--- src/logic/i2c_controller_pkg.sv ---
/*
  register map, field positions, reset values, state encoding and bus
  timing for the two-wire bus controller. assumes a 250 MHz core clock.
*/
package i2c_controller_pkg;

  // byte addresses on the register bus
  localparam logic [7:0] OFS_CTRL  = 8'h00;
  localparam logic [7:0] OFS_STAT  = 8'h04;
  localparam logic [7:0] OFS_DATA  = 8'h08;
  localparam logic [7:0] OFS_CTRL2 = 8'h0c;
  localparam logic [7:0] OFS_OWN   = 8'h10;

  // bus_control_one fields
  localparam int CTL_EN   = 7;
  localparam int CTL_IE   = 6;
  localparam int CTL_MST  = 5;
  localparam int CTL_TX   = 4;
  localparam int CTL_ACKD = 3;
  localparam int CTL_REPEATED_START_REQUEST = 2;

  // bus_status_flags fields
  localparam int STS_DONE = 7;
  localparam int STS_AAS  = 6;
  localparam int STS_BUSY = 5;
  localparam int STS_ARBITRATION_LOST_FLAG = 4;
  localparam int STS_SRW  = 2;
  localparam int STS_IF   = 1;
  localparam int STS_ACK_RECEIVED_N = 0;

  // second control register
  localparam int C2_GCEN = 7;

  // reset values and the general call address
  localparam logic [7:0] CTRL_RST     = 8'h00;
  localparam logic [7:0] CTRL2_RST    = 8'h00;
  localparam logic [6:0] OWN_ADDR_RST = 7'h00;
  localparam logic [6:0] GC_ADDR      = 7'h00;

  // timing: one quarter of a 100 kbit/s bit period
  localparam int CLK_MHZ     = 250;
  localparam int QUARTER_NS  = 2500;
  localparam int QUARTER_CYC = (QUARTER_NS * CLK_MHZ + 999) / 1000;

  typedef enum logic [2:0] {
    ST_IDLE,
    ST_START,
    ST_HOLD,
    ST_BIT,
    ST_RSTRT,
    ST_STOP,
    ST_SLV
  } state_t;

endpackage

--- src/logic/i2c_controller.sv ---
/*
  two-wire bus controller, master or slave, with control, status and data
  registers on a classic wishbone slave port.
  assumes open-drain pads outside: an enable high pulls the line low, and
  the pad level comes back on i_scl / i_sda, asynchronous to i_core_clk.
*/
// Overview of operation
// - control bit 7 enables the controller; zero disables it
// - control bit 6 gates the interrupt request
// - bit 5 rising makes a start and master, or arbitration lost if busy; falling between bytes makes a stop
// - bit 4 selects transmit or receive; held at 1 for address cycles
// - received data is acked low unless bit 3 is set
// - writing 1 to bit 2 makes a repeated start as master; reads zero
// - a repeated start at a wrong moment counts as arbitration lost
// - status bit 7 sets per byte; cleared by data read rx or write tx
// - status bit 6 sets on own or general call match; control write clears
// - status bit 5 sets on start, clears on stop, any mode
// - status bit 4 sets on lost arbitration; write 1 clears it
// - status bit 2 holds the calling direction bit while addressed
// - status bit 1 sets on byte done, address match, arbitration loss
// - status bit 0 holds the ack sampled after each sent byte
// - master transmit: data write sends a byte msb first
// - master receive: data read starts the next byte
// - after an address match slave mode behaves the same way
// - transfers start only when bit 4 matches; tx read starts nothing
// - receive mode data reads return the last received byte
// - general call is answered when its enable bit is 1, or while own address is zero
// - lost arbitration drops sda at once, slave receive, no stop
`timescale 1ns/1ps
module i2c_controller #(
  parameter int unsigned QUARTER_CYC = i2c_controller_pkg::QUARTER_CYC
) (
  input  wire logic        i_core_clk,
  input  wire logic        i_srst,
  input  wire logic        i_wb_cyc,
  input  wire logic        i_wb_stb,
  input  wire logic        i_wb_we,
  input  wire logic [7:0]  i_wb_adr,
  input  wire logic [3:0]  i_wb_sel,
  input  wire logic [31:0] i_wb_dat,
  output logic      [31:0] o_wb_dat,
  output logic             o_wb_ack,
  output logic             o_irq,
  input  wire logic        i_scl,
  output logic             o_scl,
  output logic             o_scl_oe,
  input  wire logic        i_sda,
  output logic             o_sda,
  output logic             o_sda_oe
);

  if (QUARTER_CYC < 2 || QUARTER_CYC > 65535) begin : g_chk
    $error("QUARTER_CYC out of range 2..65535");
  end

  typedef struct packed {
    i2c_controller_pkg::state_t st;
    logic       en;
    logic       ie;
    logic       master_select;
    logic       tx;
    logic       ackd;
    logic       gcen;
    logic [6:0] own;
    logic       done;
    logic       aas;
    logic       busy;
    logic       arbitration_lost_flag;
    logic       slave_direction_flag;
    logic       ifl;
    logic       ack_received_n;
    logic       addr_ph;
    logic       go;
    logic [7:0] sh;
    logic [7:0] rx;
    logic [3:0] bitn;
    logic [1:0] ph;
    logic [15:0] qc;
    logic       scl1;
    logic       scl2;
    logic       sclp;
    logic       sda1;
    logic       sda2;
    logic       sdap;
    logic       scl_oe;
    logic       sda_oe;
    logic       irq;
    logic       ack;
    logic [7:0] dat;
  } core_t;

  core_t s_reg;
  core_t s_next;

  function automatic logic hit(input logic [7:0] a, input logic [7:0] ofs);
    return a[7:2] == ofs[7:2];
  endfunction

  logic take;
  logic wr;
  logic rd;
  logic start_det;
  logic stop_det;
  logic scl_rise;
  logic scl_fall;
  logic qt;
  logic mst_up;
  logic mst_dn;
  logic repeated_start_request;
  logic match;

  assign take = i_wb_cyc && i_wb_stb && !s_reg.ack;
  assign wr = take && i_wb_we && i_wb_sel[0];
  assign rd = take && !i_wb_we;
  // only second-stage and later copies are looked at here
  assign start_det = s_reg.sclp && s_reg.scl2 && s_reg.sdap && !s_reg.sda2;
  assign stop_det = s_reg.sclp && s_reg.scl2 && !s_reg.sdap && s_reg.sda2;
  assign scl_rise = !s_reg.sclp && s_reg.scl2;
  assign scl_fall = s_reg.sclp && !s_reg.scl2;
  assign qt = s_reg.qc == 16'(QUARTER_CYC - 1);
  assign mst_up = wr && hit(i_wb_adr, i2c_controller_pkg::OFS_CTRL)
                  && !s_reg.master_select && i_wb_dat[i2c_controller_pkg::CTL_MST];
  assign mst_dn = wr && hit(i_wb_adr, i2c_controller_pkg::OFS_CTRL)
                  && s_reg.master_select && !i_wb_dat[i2c_controller_pkg::CTL_MST];
  assign repeated_start_request = wr && hit(i_wb_adr, i2c_controller_pkg::OFS_CTRL)
                && i_wb_dat[i2c_controller_pkg::CTL_REPEATED_START_REQUEST];
  assign match = (s_reg.sh[7:1] == s_reg.own)
                 || (s_reg.gcen && s_reg.sh[7:1] == i2c_controller_pkg::GC_ADDR);

  always_comb begin
    s_next = s_reg;
    s_next.scl1 = i_scl;
    s_next.scl2 = s_reg.scl1;
    s_next.sclp = s_reg.scl2;
    s_next.sda1 = i_sda;
    s_next.sda2 = s_reg.sda1;
    s_next.sdap = s_reg.sda2;
    s_next.irq = s_reg.ifl && s_reg.ie;
    s_next.ack = take;
    // quarter-bit timer; held in the high phase while someone stretches scl
    if (qt || (s_reg.st == i2c_controller_pkg::ST_BIT && s_reg.ph == 2'd2
               && !s_reg.scl2)) begin
      s_next.qc = '0;
    end else begin
      s_next.qc = s_reg.qc + 16'd1;
    end
    if (take) begin
      s_next.dat = 8'h00;
      if (hit(i_wb_adr, i2c_controller_pkg::OFS_CTRL)) begin
        s_next.dat = {s_reg.en, s_reg.ie, s_reg.master_select, s_reg.tx, s_reg.ackd,
                      3'b000};
      end else if (hit(i_wb_adr, i2c_controller_pkg::OFS_STAT)) begin
        s_next.dat = {s_reg.done, s_reg.aas, s_reg.busy, s_reg.arbitration_lost_flag, 1'b0,
                      s_reg.slave_direction_flag, s_reg.ifl, s_reg.ack_received_n};
      end else if (hit(i_wb_adr, i2c_controller_pkg::OFS_DATA)) begin
        s_next.dat = s_reg.rx;
      end else if (hit(i_wb_adr, i2c_controller_pkg::OFS_CTRL2)) begin
        s_next.dat = {s_reg.gcen, 7'h00};
      end else if (hit(i_wb_adr, i2c_controller_pkg::OFS_OWN)) begin
        s_next.dat = {s_reg.own, 1'b0};
      end
    end
    // software effects first, so hardware events below win over clears
    if (wr && hit(i_wb_adr, i2c_controller_pkg::OFS_CTRL)) begin
      s_next.en = i_wb_dat[i2c_controller_pkg::CTL_EN];
      s_next.ie = i_wb_dat[i2c_controller_pkg::CTL_IE];
      s_next.master_select = i_wb_dat[i2c_controller_pkg::CTL_MST];
      s_next.tx = i_wb_dat[i2c_controller_pkg::CTL_TX];
      s_next.ackd = i_wb_dat[i2c_controller_pkg::CTL_ACKD];
      s_next.aas = 1'b0;
    end
    if (wr && hit(i_wb_adr, i2c_controller_pkg::OFS_STAT)) begin
      if (i_wb_dat[i2c_controller_pkg::STS_ARBITRATION_LOST_FLAG]) begin
        s_next.arbitration_lost_flag = 1'b0;
      end
      if (i_wb_dat[i2c_controller_pkg::STS_IF]) begin
        s_next.ifl = 1'b0;
      end
    end
    if (wr && hit(i_wb_adr, i2c_controller_pkg::OFS_CTRL2)) begin
      s_next.gcen = i_wb_dat[i2c_controller_pkg::C2_GCEN];
    end
    if (wr && hit(i_wb_adr, i2c_controller_pkg::OFS_OWN)) begin
      s_next.own = i_wb_dat[7:1];
    end
    if (wr && hit(i_wb_adr, i2c_controller_pkg::OFS_DATA) && s_reg.tx) begin
      s_next.sh = i_wb_dat[7:0];
      s_next.done = 1'b0;
      s_next.go = 1'b1;
    end
    if (rd && hit(i_wb_adr, i2c_controller_pkg::OFS_DATA) && !s_reg.tx) begin
      s_next.done = 1'b0;
      s_next.go = 1'b1;
    end
    if (start_det) begin
      s_next.busy = 1'b1;
    end
    if (stop_det) begin
      s_next.busy = 1'b0;
    end
    case (s_reg.st)
      i2c_controller_pkg::ST_IDLE: begin
        if (mst_up) begin
          if (s_reg.busy) begin
            s_next.master_select = 1'b0;
            s_next.arbitration_lost_flag = 1'b1;
            s_next.ifl = 1'b1;
          end else begin
            s_next.st = i2c_controller_pkg::ST_START;
            s_next.ph = 2'd0;
            s_next.go = 1'b0;
          end
        end
      end
      i2c_controller_pkg::ST_START: begin
        if (qt) begin
          s_next.ph = s_reg.ph + 2'd1;
          if (s_reg.ph == 2'd0) begin
            s_next.sda_oe = 1'b1;
          end else begin
            s_next.scl_oe = 1'b1;
            s_next.st = i2c_controller_pkg::ST_HOLD;
            s_next.addr_ph = 1'b1;
          end
        end
      end
      i2c_controller_pkg::ST_HOLD: begin
        if (s_reg.master_select && mst_dn) begin
          s_next.st = i2c_controller_pkg::ST_STOP;
          s_next.ph = 2'd0;
        end else if (s_reg.master_select && repeated_start_request) begin
          s_next.st = i2c_controller_pkg::ST_RSTRT;
          s_next.ph = 2'd0;
        end else if (s_next.go) begin
          s_next.go = 1'b0;
          s_next.bitn = 4'd0;
          s_next.ph = 2'd0;
          if (s_reg.master_select) begin
            s_next.st = i2c_controller_pkg::ST_BIT;
          end else begin
            // slave releases its stretch and puts out the first bit
            s_next.st = i2c_controller_pkg::ST_SLV;
            s_next.scl_oe = 1'b0;
            s_next.sda_oe = s_next.tx && !s_next.sh[7];
          end
        end
      end
      i2c_controller_pkg::ST_BIT: begin
        if (qt) begin
          s_next.ph = s_reg.ph + 2'd1;
          case (s_reg.ph)
            2'd0: begin
              if (s_reg.bitn < 4'd8) begin
                s_next.sda_oe = s_reg.tx && !s_reg.sh[7];
              end else begin
                s_next.sda_oe = !s_reg.tx && !s_reg.ackd;
              end
            end
            2'd1: s_next.scl_oe = 1'b0;
            2'd2: begin
              if (s_reg.bitn < 4'd8) begin
                s_next.sh = {s_reg.sh[6:0], s_reg.sda2};
                if (s_reg.tx && !s_reg.sda_oe && !s_reg.sda2) begin
                  // lost: let the winner finish the byte, no stop
                  s_next.st = i2c_controller_pkg::ST_SLV;
                  s_next.sda_oe = 1'b0;
                  s_next.scl_oe = 1'b0;
                  s_next.master_select = 1'b0;
                  s_next.tx = 1'b0;
                  s_next.arbitration_lost_flag = 1'b1;
                  s_next.ifl = 1'b1;
                end
              end else if (s_reg.tx) begin
                s_next.ack_received_n = s_reg.sda2;
              end
            end
            default: begin
              s_next.scl_oe = 1'b1;
              if (s_reg.bitn == 4'd8) begin
                s_next.st = i2c_controller_pkg::ST_HOLD;
                s_next.sda_oe = 1'b0;
                s_next.addr_ph = 1'b0;
                s_next.done = 1'b1;
                s_next.ifl = 1'b1;
                if (!s_reg.tx) begin
                  s_next.rx = s_reg.sh;
                end
              end else begin
                s_next.bitn = s_reg.bitn + 4'd1;
              end
            end
          endcase
        end
      end
      i2c_controller_pkg::ST_RSTRT: begin
        if (qt) begin
          s_next.ph = s_reg.ph + 2'd1;
          case (s_reg.ph)
            2'd0: s_next.sda_oe = 1'b0;
            2'd1: s_next.scl_oe = 1'b0;
            2'd2: s_next.sda_oe = 1'b1;
            default: begin
              s_next.scl_oe = 1'b1;
              s_next.st = i2c_controller_pkg::ST_HOLD;
              s_next.addr_ph = 1'b1;
            end
          endcase
        end
      end
      i2c_controller_pkg::ST_STOP: begin
        if (qt) begin
          s_next.ph = s_reg.ph + 2'd1;
          case (s_reg.ph)
            2'd0: s_next.sda_oe = 1'b1;
            2'd1: s_next.scl_oe = 1'b0;
            2'd2: s_next.sda_oe = 1'b0;
            default: s_next.st = i2c_controller_pkg::ST_IDLE;
          endcase
        end
      end
      i2c_controller_pkg::ST_SLV: begin
        if (scl_rise) begin
          if (s_reg.bitn < 4'd8) begin
            s_next.sh = {s_reg.sh[6:0], s_reg.sda2};
          end else if (s_reg.tx && !s_reg.addr_ph) begin
            s_next.ack_received_n = s_reg.sda2;
          end
        end
        if (scl_fall) begin
          if (s_reg.bitn == 4'd7) begin
            s_next.bitn = 4'd8;
            if (s_reg.addr_ph) begin
              if (match) begin
                s_next.aas = 1'b1;
                s_next.slave_direction_flag = s_reg.sh[0];
                s_next.done = 1'b1;
                s_next.ifl = 1'b1;
                s_next.sda_oe = 1'b1;
              end else begin
                // not for us: sit out until the next start or stop
                s_next.st = i2c_controller_pkg::ST_IDLE;
              end
            end else if (!s_reg.tx) begin
              s_next.sda_oe = !s_reg.ackd;
              s_next.rx = s_reg.sh;
              s_next.done = 1'b1;
              s_next.ifl = 1'b1;
            end else begin
              s_next.sda_oe = 1'b0;
            end
          end else if (s_reg.bitn == 4'd8) begin
            // stretch scl until software services the data register
            s_next.st = i2c_controller_pkg::ST_HOLD;
            s_next.sda_oe = 1'b0;
            s_next.scl_oe = 1'b1;
            s_next.addr_ph = 1'b0;
            if (s_reg.tx && !s_reg.addr_ph) begin
              s_next.done = 1'b1;
              s_next.ifl = 1'b1;
            end
          end else begin
            s_next.bitn = s_reg.bitn + 4'd1;
            s_next.sda_oe = s_reg.tx && !s_reg.addr_ph && !s_reg.sh[7];
          end
        end
      end
      default: s_next.st = i2c_controller_pkg::ST_IDLE;
    endcase
    if (repeated_start_request && (!s_reg.master_select || s_reg.st != i2c_controller_pkg::ST_HOLD)) begin
      s_next.arbitration_lost_flag = 1'b1;
      s_next.ifl = 1'b1;
      s_next.master_select = 1'b0;
      s_next.sda_oe = 1'b0;
      s_next.scl_oe = 1'b0;
      s_next.st = i2c_controller_pkg::ST_IDLE;
    end
    if (start_det && !s_reg.master_select) begin
      s_next.st = i2c_controller_pkg::ST_SLV;
      // the scl fall that closes the start wraps this to zero
      s_next.bitn = 4'd15;
      s_next.addr_ph = 1'b1;
      s_next.sda_oe = 1'b0;
      s_next.scl_oe = 1'b0;
    end
    if (stop_det && !s_reg.master_select) begin
      s_next.st = i2c_controller_pkg::ST_IDLE;
      s_next.sda_oe = 1'b0;
      s_next.scl_oe = 1'b0;
    end
    if (!s_next.en) begin
      s_next.st = i2c_controller_pkg::ST_IDLE;
      s_next.sda_oe = 1'b0;
      s_next.scl_oe = 1'b0;
      s_next.master_select = 1'b0;
      s_next.busy = 1'b0;
      s_next.aas = 1'b0;
    end
  end

  always_ff @(posedge i_core_clk) begin
    if (i_srst) begin
      s_reg <= '0;
    end else begin
      s_reg <= s_next;
    end
  end

  assign o_wb_dat = {24'h000000, s_reg.dat};
  assign o_wb_ack = s_reg.ack;
  assign o_irq = s_reg.irq;
  assign o_scl = 1'b0;
  assign o_sda = 1'b0;
  assign o_scl_oe = s_reg.scl_oe;
  assign o_sda_oe = s_reg.sda_oe;
endmodule

--- config.mk ---
export PLATFORM = sky130hd
export DESIGN_NAME = i2c_controller
export DESIGN_NICKNAME = d
export VERILOG_FILES = /design/src/logic/i2c_controller_pkg.sv /design/src/logic/i2c_controller.sv
export SDC_FILE = /design/constraint.sdc
export NUM_CORES = 1
export LEC_CHECK = 0
export BUFFER_PORTS_ARGS = -buffer_cell sky130_fd_sc_hd__buf_4
export CAP_MARGIN = 10
export CORE_MARGIN = 1.5
export CORE_UTILIZATION = 40
export DETAILED_ROUTE_END_ITERATION = 10
export GPL_TIMING_DRIVEN = 0
export SLEW_MARGIN = 15
export SYNTH_ARGS = -nofsm -noshare
export SYNTH_HDL_FRONTEND = slang
export SYNTH_SLANG_ARGS = --single-unit
--- constraint.sdc ---
create_clock -name i_core_clk -period 2.2 [get_ports i_core_clk]
set_input_delay 0.22 -clock i_core_clk [delete_from_list [all_inputs] [get_ports i_core_clk]]
set_output_delay 0.22 -clock i_core_clk [all_outputs]
set_load 0.02 [all_outputs]
After elaboration in Yosys (flattened, before gate mapping)
Index checks and enable logic that the tools add are counted.
Widths: inputs -> output; s select.

cells by class
  $add $sub $neg = 3
  multiply operators = 0
  divide/modulo/power cells = 0
  magnitude comparators = 1
  equal/unequal tests = 86
  shifts and indexed selects = 0
  multiplexer cells = 159
  bitwise gates (word level) = 1
  reductions and logical operators = 87

operators with widths
  cell                   number
  $mux 8                 12
  $mux 1                 71
  $mux 3                 23
  $ne 2x2->1 const B     29
  $mux 2                 23
  $logic_and 1x1->1      41
  $ne 4x4->1 const B     10
  $ne 3x3->1 const B     12
  $reduce_and 18->1      2
  $pmux 16 s2            1
  $reduce_and 16->1      2
  $mux 12                2
  $mux 22                1
  $pmux 3 s7             1
  $mux 4                 5
  $ne 3x2->1 const B     6
  $pmux 1 s2             9
  $add 16x1->16 const B  1
  $eq 16x10->1 const B   1
  $reduce_or 3->1        5
  $logic_not 1->1        14
  $reduce_and 7->1       2
  $eq 6x2->1 const B     2
  $pmux 2 s6             1
  other kinds (44)       61

word-level totals
  register bits after elaboration = 81
  latch bits = 0
  RAM bits = 0
  ROM bits = 0
  output and inout bits = 38
  word-level logic and storage cells = 371
  memories kept = 0

Longest topological paths before layout
  depth in word-level cells = 14
  depth in mapped cells = 9
  mapped depth without buffers = 8

Least setup slack after synthesis
No wires, ideal clock.

  path type = reg2reg
  start = reg s_reg, in the netlist o_wb_ack
  end = reg s_reg[79] in the netlist's numbering
  arrival time = 1933 ps
  slack = 141 ps
  cell stages (with the launch flop) = 8
  path buffers = 1
  cells stage by stage = dfxtp_1 -> and3b_1 -> clkbuf_1 -> o2111a_1 -> or3_1 -> or3_1 -> o211ai_1 -> o22ai_1

on the way
  longest elaborated chain between the ends = 12

ends and longest elaborated chain
  what                                                line                                          text
  start, declared                                     i2c_controller.sv:92                          core_t s_reg;
  start signal, assigned                              i2c_controller.sv:404                         s_reg <= s_next;
  $logic_not 1->1 (*)                                 i2c_controller.sv:112                         assign take = i_wb_cyc && i_wb_stb && !s_reg.ack;
  $logic_and 1x1->1 (*)                               i2c_controller.sv:112
  $logic_and 1x1->1 (2 in series)                     i2c_controller.sv:113                         assign wr = take && i_wb_we && i_wb_sel[0];
  $logic_and 1x1->1                                   n/a
  $logic_and 1x1->1 (on tied branches)                i2c_controller.sv:126, i2c_controller.sv:124
  $logic_and 1x1->1 (on tied branches)                i2c_controller.sv:231, i2c_controller.sv:124
  $mux 3 / $logic_and 1x1->1 (equally long branches)  i2c_controller.sv:231, i2c_controller.sv:228
  $mux 3                                              i2c_controller.sv:228                         if (s_reg.master_select && mst_dn) begin
  $pmux 3 s7                                          i2c_controller.sv:201                         case (s_reg.st)
  $mux 3                                              i2c_controller.sv:369                         if (repeated_start_request && (!s_reg.master_select || s_reg.st != i2c_controller_pkg::ST_HOLD)) begin
  $mux 3                                              i2c_controller.sv:377                         if (start_det && !s_reg.master_select) begin

Every way passes the cells marked *; elsewhere a longest branch is shown, timed or not.
A chain may end at the register's enable or synchronous reset.

Final worst setup path
  start = reg s_reg[35] in the netlist's numbering
  end = reg s_reg[79] in the netlist's numbering

on the way
  longest elaborated chain between the ends = 7

ends and longest elaborated chain
  what                                                  line                   text
  $eq 2x1->1 / $logic_not 2->1 (equally long branches)  n/a
  $reduce_or 2->1 (no line)                             n/a
  $pmux 3 s2                                            i2c_controller.sv:251  case (s_reg.ph)
  $mux 3                                                i2c_controller.sv:249  if (qt) begin
  $pmux 3 s7                                            i2c_controller.sv:201
  $mux 3                                                i2c_controller.sv:369
  $mux 3                                                i2c_controller.sv:377

Parallel ways exist; a longest one is shown, timed or not. The select of a mux whose other input is x is not followed.

==> results.cfg <==
[run_status]
outcome = finished, final reports clean

[timing]
skew_ns = 0.01025
rsz0062_at_grt = false
finalHoldWorstSlack_ns = 0.09937
period_share_pct = 96.09
maxSlewViolCount = 0
max_freq_mhz = 473.0
setup_violations = 0
tightest_slew_ns = 0.7116
finalHoldViolations = 0
slew_headroom_pct = 52.56
finalCriticalPeriod_ns = 2.114

[pwr]
combPwrFrac_pct = 7.4
intPower_w = 0.002732
p_leak_nw = 2.372
swShare_pct = 22.22
ir_worst_vdd_mv = 0.2782
p_switching_w = 0.0007803
p_clk_share_pct = 50.0
power_w = 0.003513
power_density_nw_per_um2 = 585.0
seq_power_share_pct = 42.6

[die]
ios = 89
rows = 40
dieWidth_microns = 113.8
initial_utilization_pct = 40.88
die_area_sq_um = 12950
chipHeight_microns = 113.8
placeableCoreArea_sq_um = 12010

[critical_path]
worst_path_max_delay_cell = a2111o_1
crit_type = flip-flop to flip-flop
rrSetupSlack_ns = 0.09
path_delay_family = compound AO/OA/AOI/OAI gates
arrival_ns = 2.33
worstSetupEndpoint = s_reg[79]
cp.buffers_inverters = 1
start_kind = flip-flop
cp.depth = 8
required_ns = 2.41
endpoint_kind = flip-flop
r2r_cells = 8
startpoint = s_reg[35]
r2r-end = s_reg[79]
worstReg2RegStart = s_reg[35]
critPathMaxFanout = 5
cpPeakStageDelay_ns = 0.47
cp_cell_sequence = inv_2 -> ha_4 -> o211a_1 -> a211oi_2 -> a21oi_1 -> a2111o_1 -> o31ai_4 -> o22ai_1

[logic_synthesis]
synth_compound_area_share_pct = 19.55
syn_avg_cell_area_sq_um = 7.906
synth_flop_cell = dfxtp_1
synth.most_common_cell = dfxtp_1
synth_mux_area_share_pct = 4.715
synth_top_family_by_area = simple AND/OR/NAND/NOR gates
seq_area_frac_synth_pct = 33.03
yosys_warnings = 0
synth_area_leaders = dfxtp_1 33%, nor2_1 5.7%, buf_4 5.2%
synth-edff-count = 0
async_flop_share_pct = 0
synth_simple_gate_area_share_pct = 27.14
synth_area_sq_um = 4910
syn_inst = 621
synth.distinct_cells = 71
synth_area_leader_cell = dfxtp_1
synthXorXnorAreaFrac_pct = 3.389
ys_seq_elements = 81
synth_top_area_share_pct = 33.03
yosys.area_share.adder_pct = 2.039
synthTopCellsByCount = 81 x dfxtp_1, 75 x nor2_1, 43 x nand2_1, 41 x a21oi_1, 34 x buf_4

[clock_tree]
clock-sinks = 81
cts_buffers = 9
postCtsHoldBufs = 0
tritoncts = built
clk_latency_ns = 0.34
cts_buffer_depth = 2
cts.reportedPaths.clkPinSlew_ns = 0.06
htreeDepth = 3
cts_root_buffer = clkbuf_16

[routing]
first_iter_violations = 578
viasPerCell = 5.721
drc = 0
wire_per_inst_microns = 17.56
routed_wl_mm = 14.81
num_vias = 4823
first_pass_iters = 5
final_antenna_net_count = 0

[global_route]
grt_overflow = 0
grt_first_pass_wirelength_mm = 23.29
antenna_found_initial = 0
gr-usage-all-layers_pct = 23.33
grt_max_degree = 17
grt_pass1_vias = 4340

[placed_design]
place.gp.congestion = 0.9443
dp_hpwl_mm = 11.06
portBuffers = 31

[run]
cap_violations = 0

[finish]
drive_gt1_share_pct = 20.11
nets = 750
area_growth_pct = 22.30
antenna_cells = 0
largest_reg_flops = 65
n_fill_cell = 1143

[worst_hold_path]
hold_class = input port to flip-flop
==> timing repair <==
item,in CTS,in global routing
buffers inserted,7,2
setup endpoints to repair,39,41
endpoints found under the hold margin,0,0
pin swaps,5,4
resized for setup,18,42
==> metrics by stage <==
step / util (%) / TNS (ns) / cell area [sq um] / setup slack (ns) / std cells
2_1_floorplan: - / 0 / 5004 / 0.1413 / 646
3_3_place_gp: 45.13 / -12.25 / 5420 / -0.5870 / 824
3_5_place_dp: 45.13 / -12.56 / 5420 / -0.5761 / 824
4_1_cts: 48.83 / 0 / 5866 / 0.007679 / 843
5_1_grt: 49.99 / 0 / 6005 / 0.001788 / 843
6_report: 49.99 / 0 / 6005 / 0.08595 / 843
==> layout by cell type, fill, tap and decap left out, drive strengths merged, types with 8 or more instances in the layout <==
| cell type | n |
|---|---|
| a21oi | 41 |
| nor4 | 11 |
| conb | 26 |
| buf | 81 |
| o22ai | 8 |
| nor3 | 22 |
| mux2i | 22 |
| nand3 | 21 |
| inv | 25 |
| nor2b | 11 |
| ha | 8 |
| xnor2 | 8 |
| nand2 | 43 |
| dfxtp | 81 |
| nand2b | 8 |
| nor2 | 75 |
| o21ai | 28 |
| or3 | 9 |
| nand4 | 9 |
| xor2 | 11 |
| a211oi | 15 |
| clkbuf | 35 |
==> final cells by class <==
type,count,area (sq um),area share [%]
Clock inverter,4,98.84,1.646
Buffer,64,406.6,6.772
Sequential cell,81,1632,27.17
Tap cell,147,183.9,3.063
Multi-Input combinational cell,471,3047,50.74
Clock buffer,12,246.5,4.105
Timing Repair Buffer,40,300.3,5.001
Inverter,24,90.09,1.500
==> worst min path at each step <==
stage                          start          to  slack, ns  cells after the start
after floorplan                i_sda  s_next[13]       0.35                      1
after global placement    s_next[16]  s_next[15]       0.42                      1
after detailed placement  s_next[16]  s_next[15]       0.42                      1
after CTS                      i_scl  s_next[16]        0.1                      2
after global routing           i_scl  s_next[16]       0.11                      2
final                          i_sda  s_next[13]        0.1                      2
==> kinds of logic after synthesis <==
family,Yosys count
adder cells (fa/ha/maj),8
buffers and inverters,94
flip-flops,81
multiplexers,23
XOR/XNOR,19
AO/OA/AOI/OAI,144
AND/OR/NAND/NOR,251
other,1
==> power by group through the flow <==
stage	Combinational [W]	Clock (W)	Sequential, W
floorplan	0.000173	0	0.00153
global placement	0.000255	0	0.00153
detailed placement	0.000256	0	0.00153
CTS	0.000262	0.00178	0.00149
global route	0.000284	0.00184	0.00150
finish	0.000261	0.00176	0.00150
==> per-layer routing <==
layer  GRT usage (%)  vias to the layer above  wire length (microns)
met1           31.52                     2232                   6386
met3           4.463                       42                   1192
met2           36.10                      224                   6702
met5               0                        -                      0
li1                -                     2325                      -
met4           10.75                        0                    524
No activity file was read; power rests on OpenSTA's default activity.
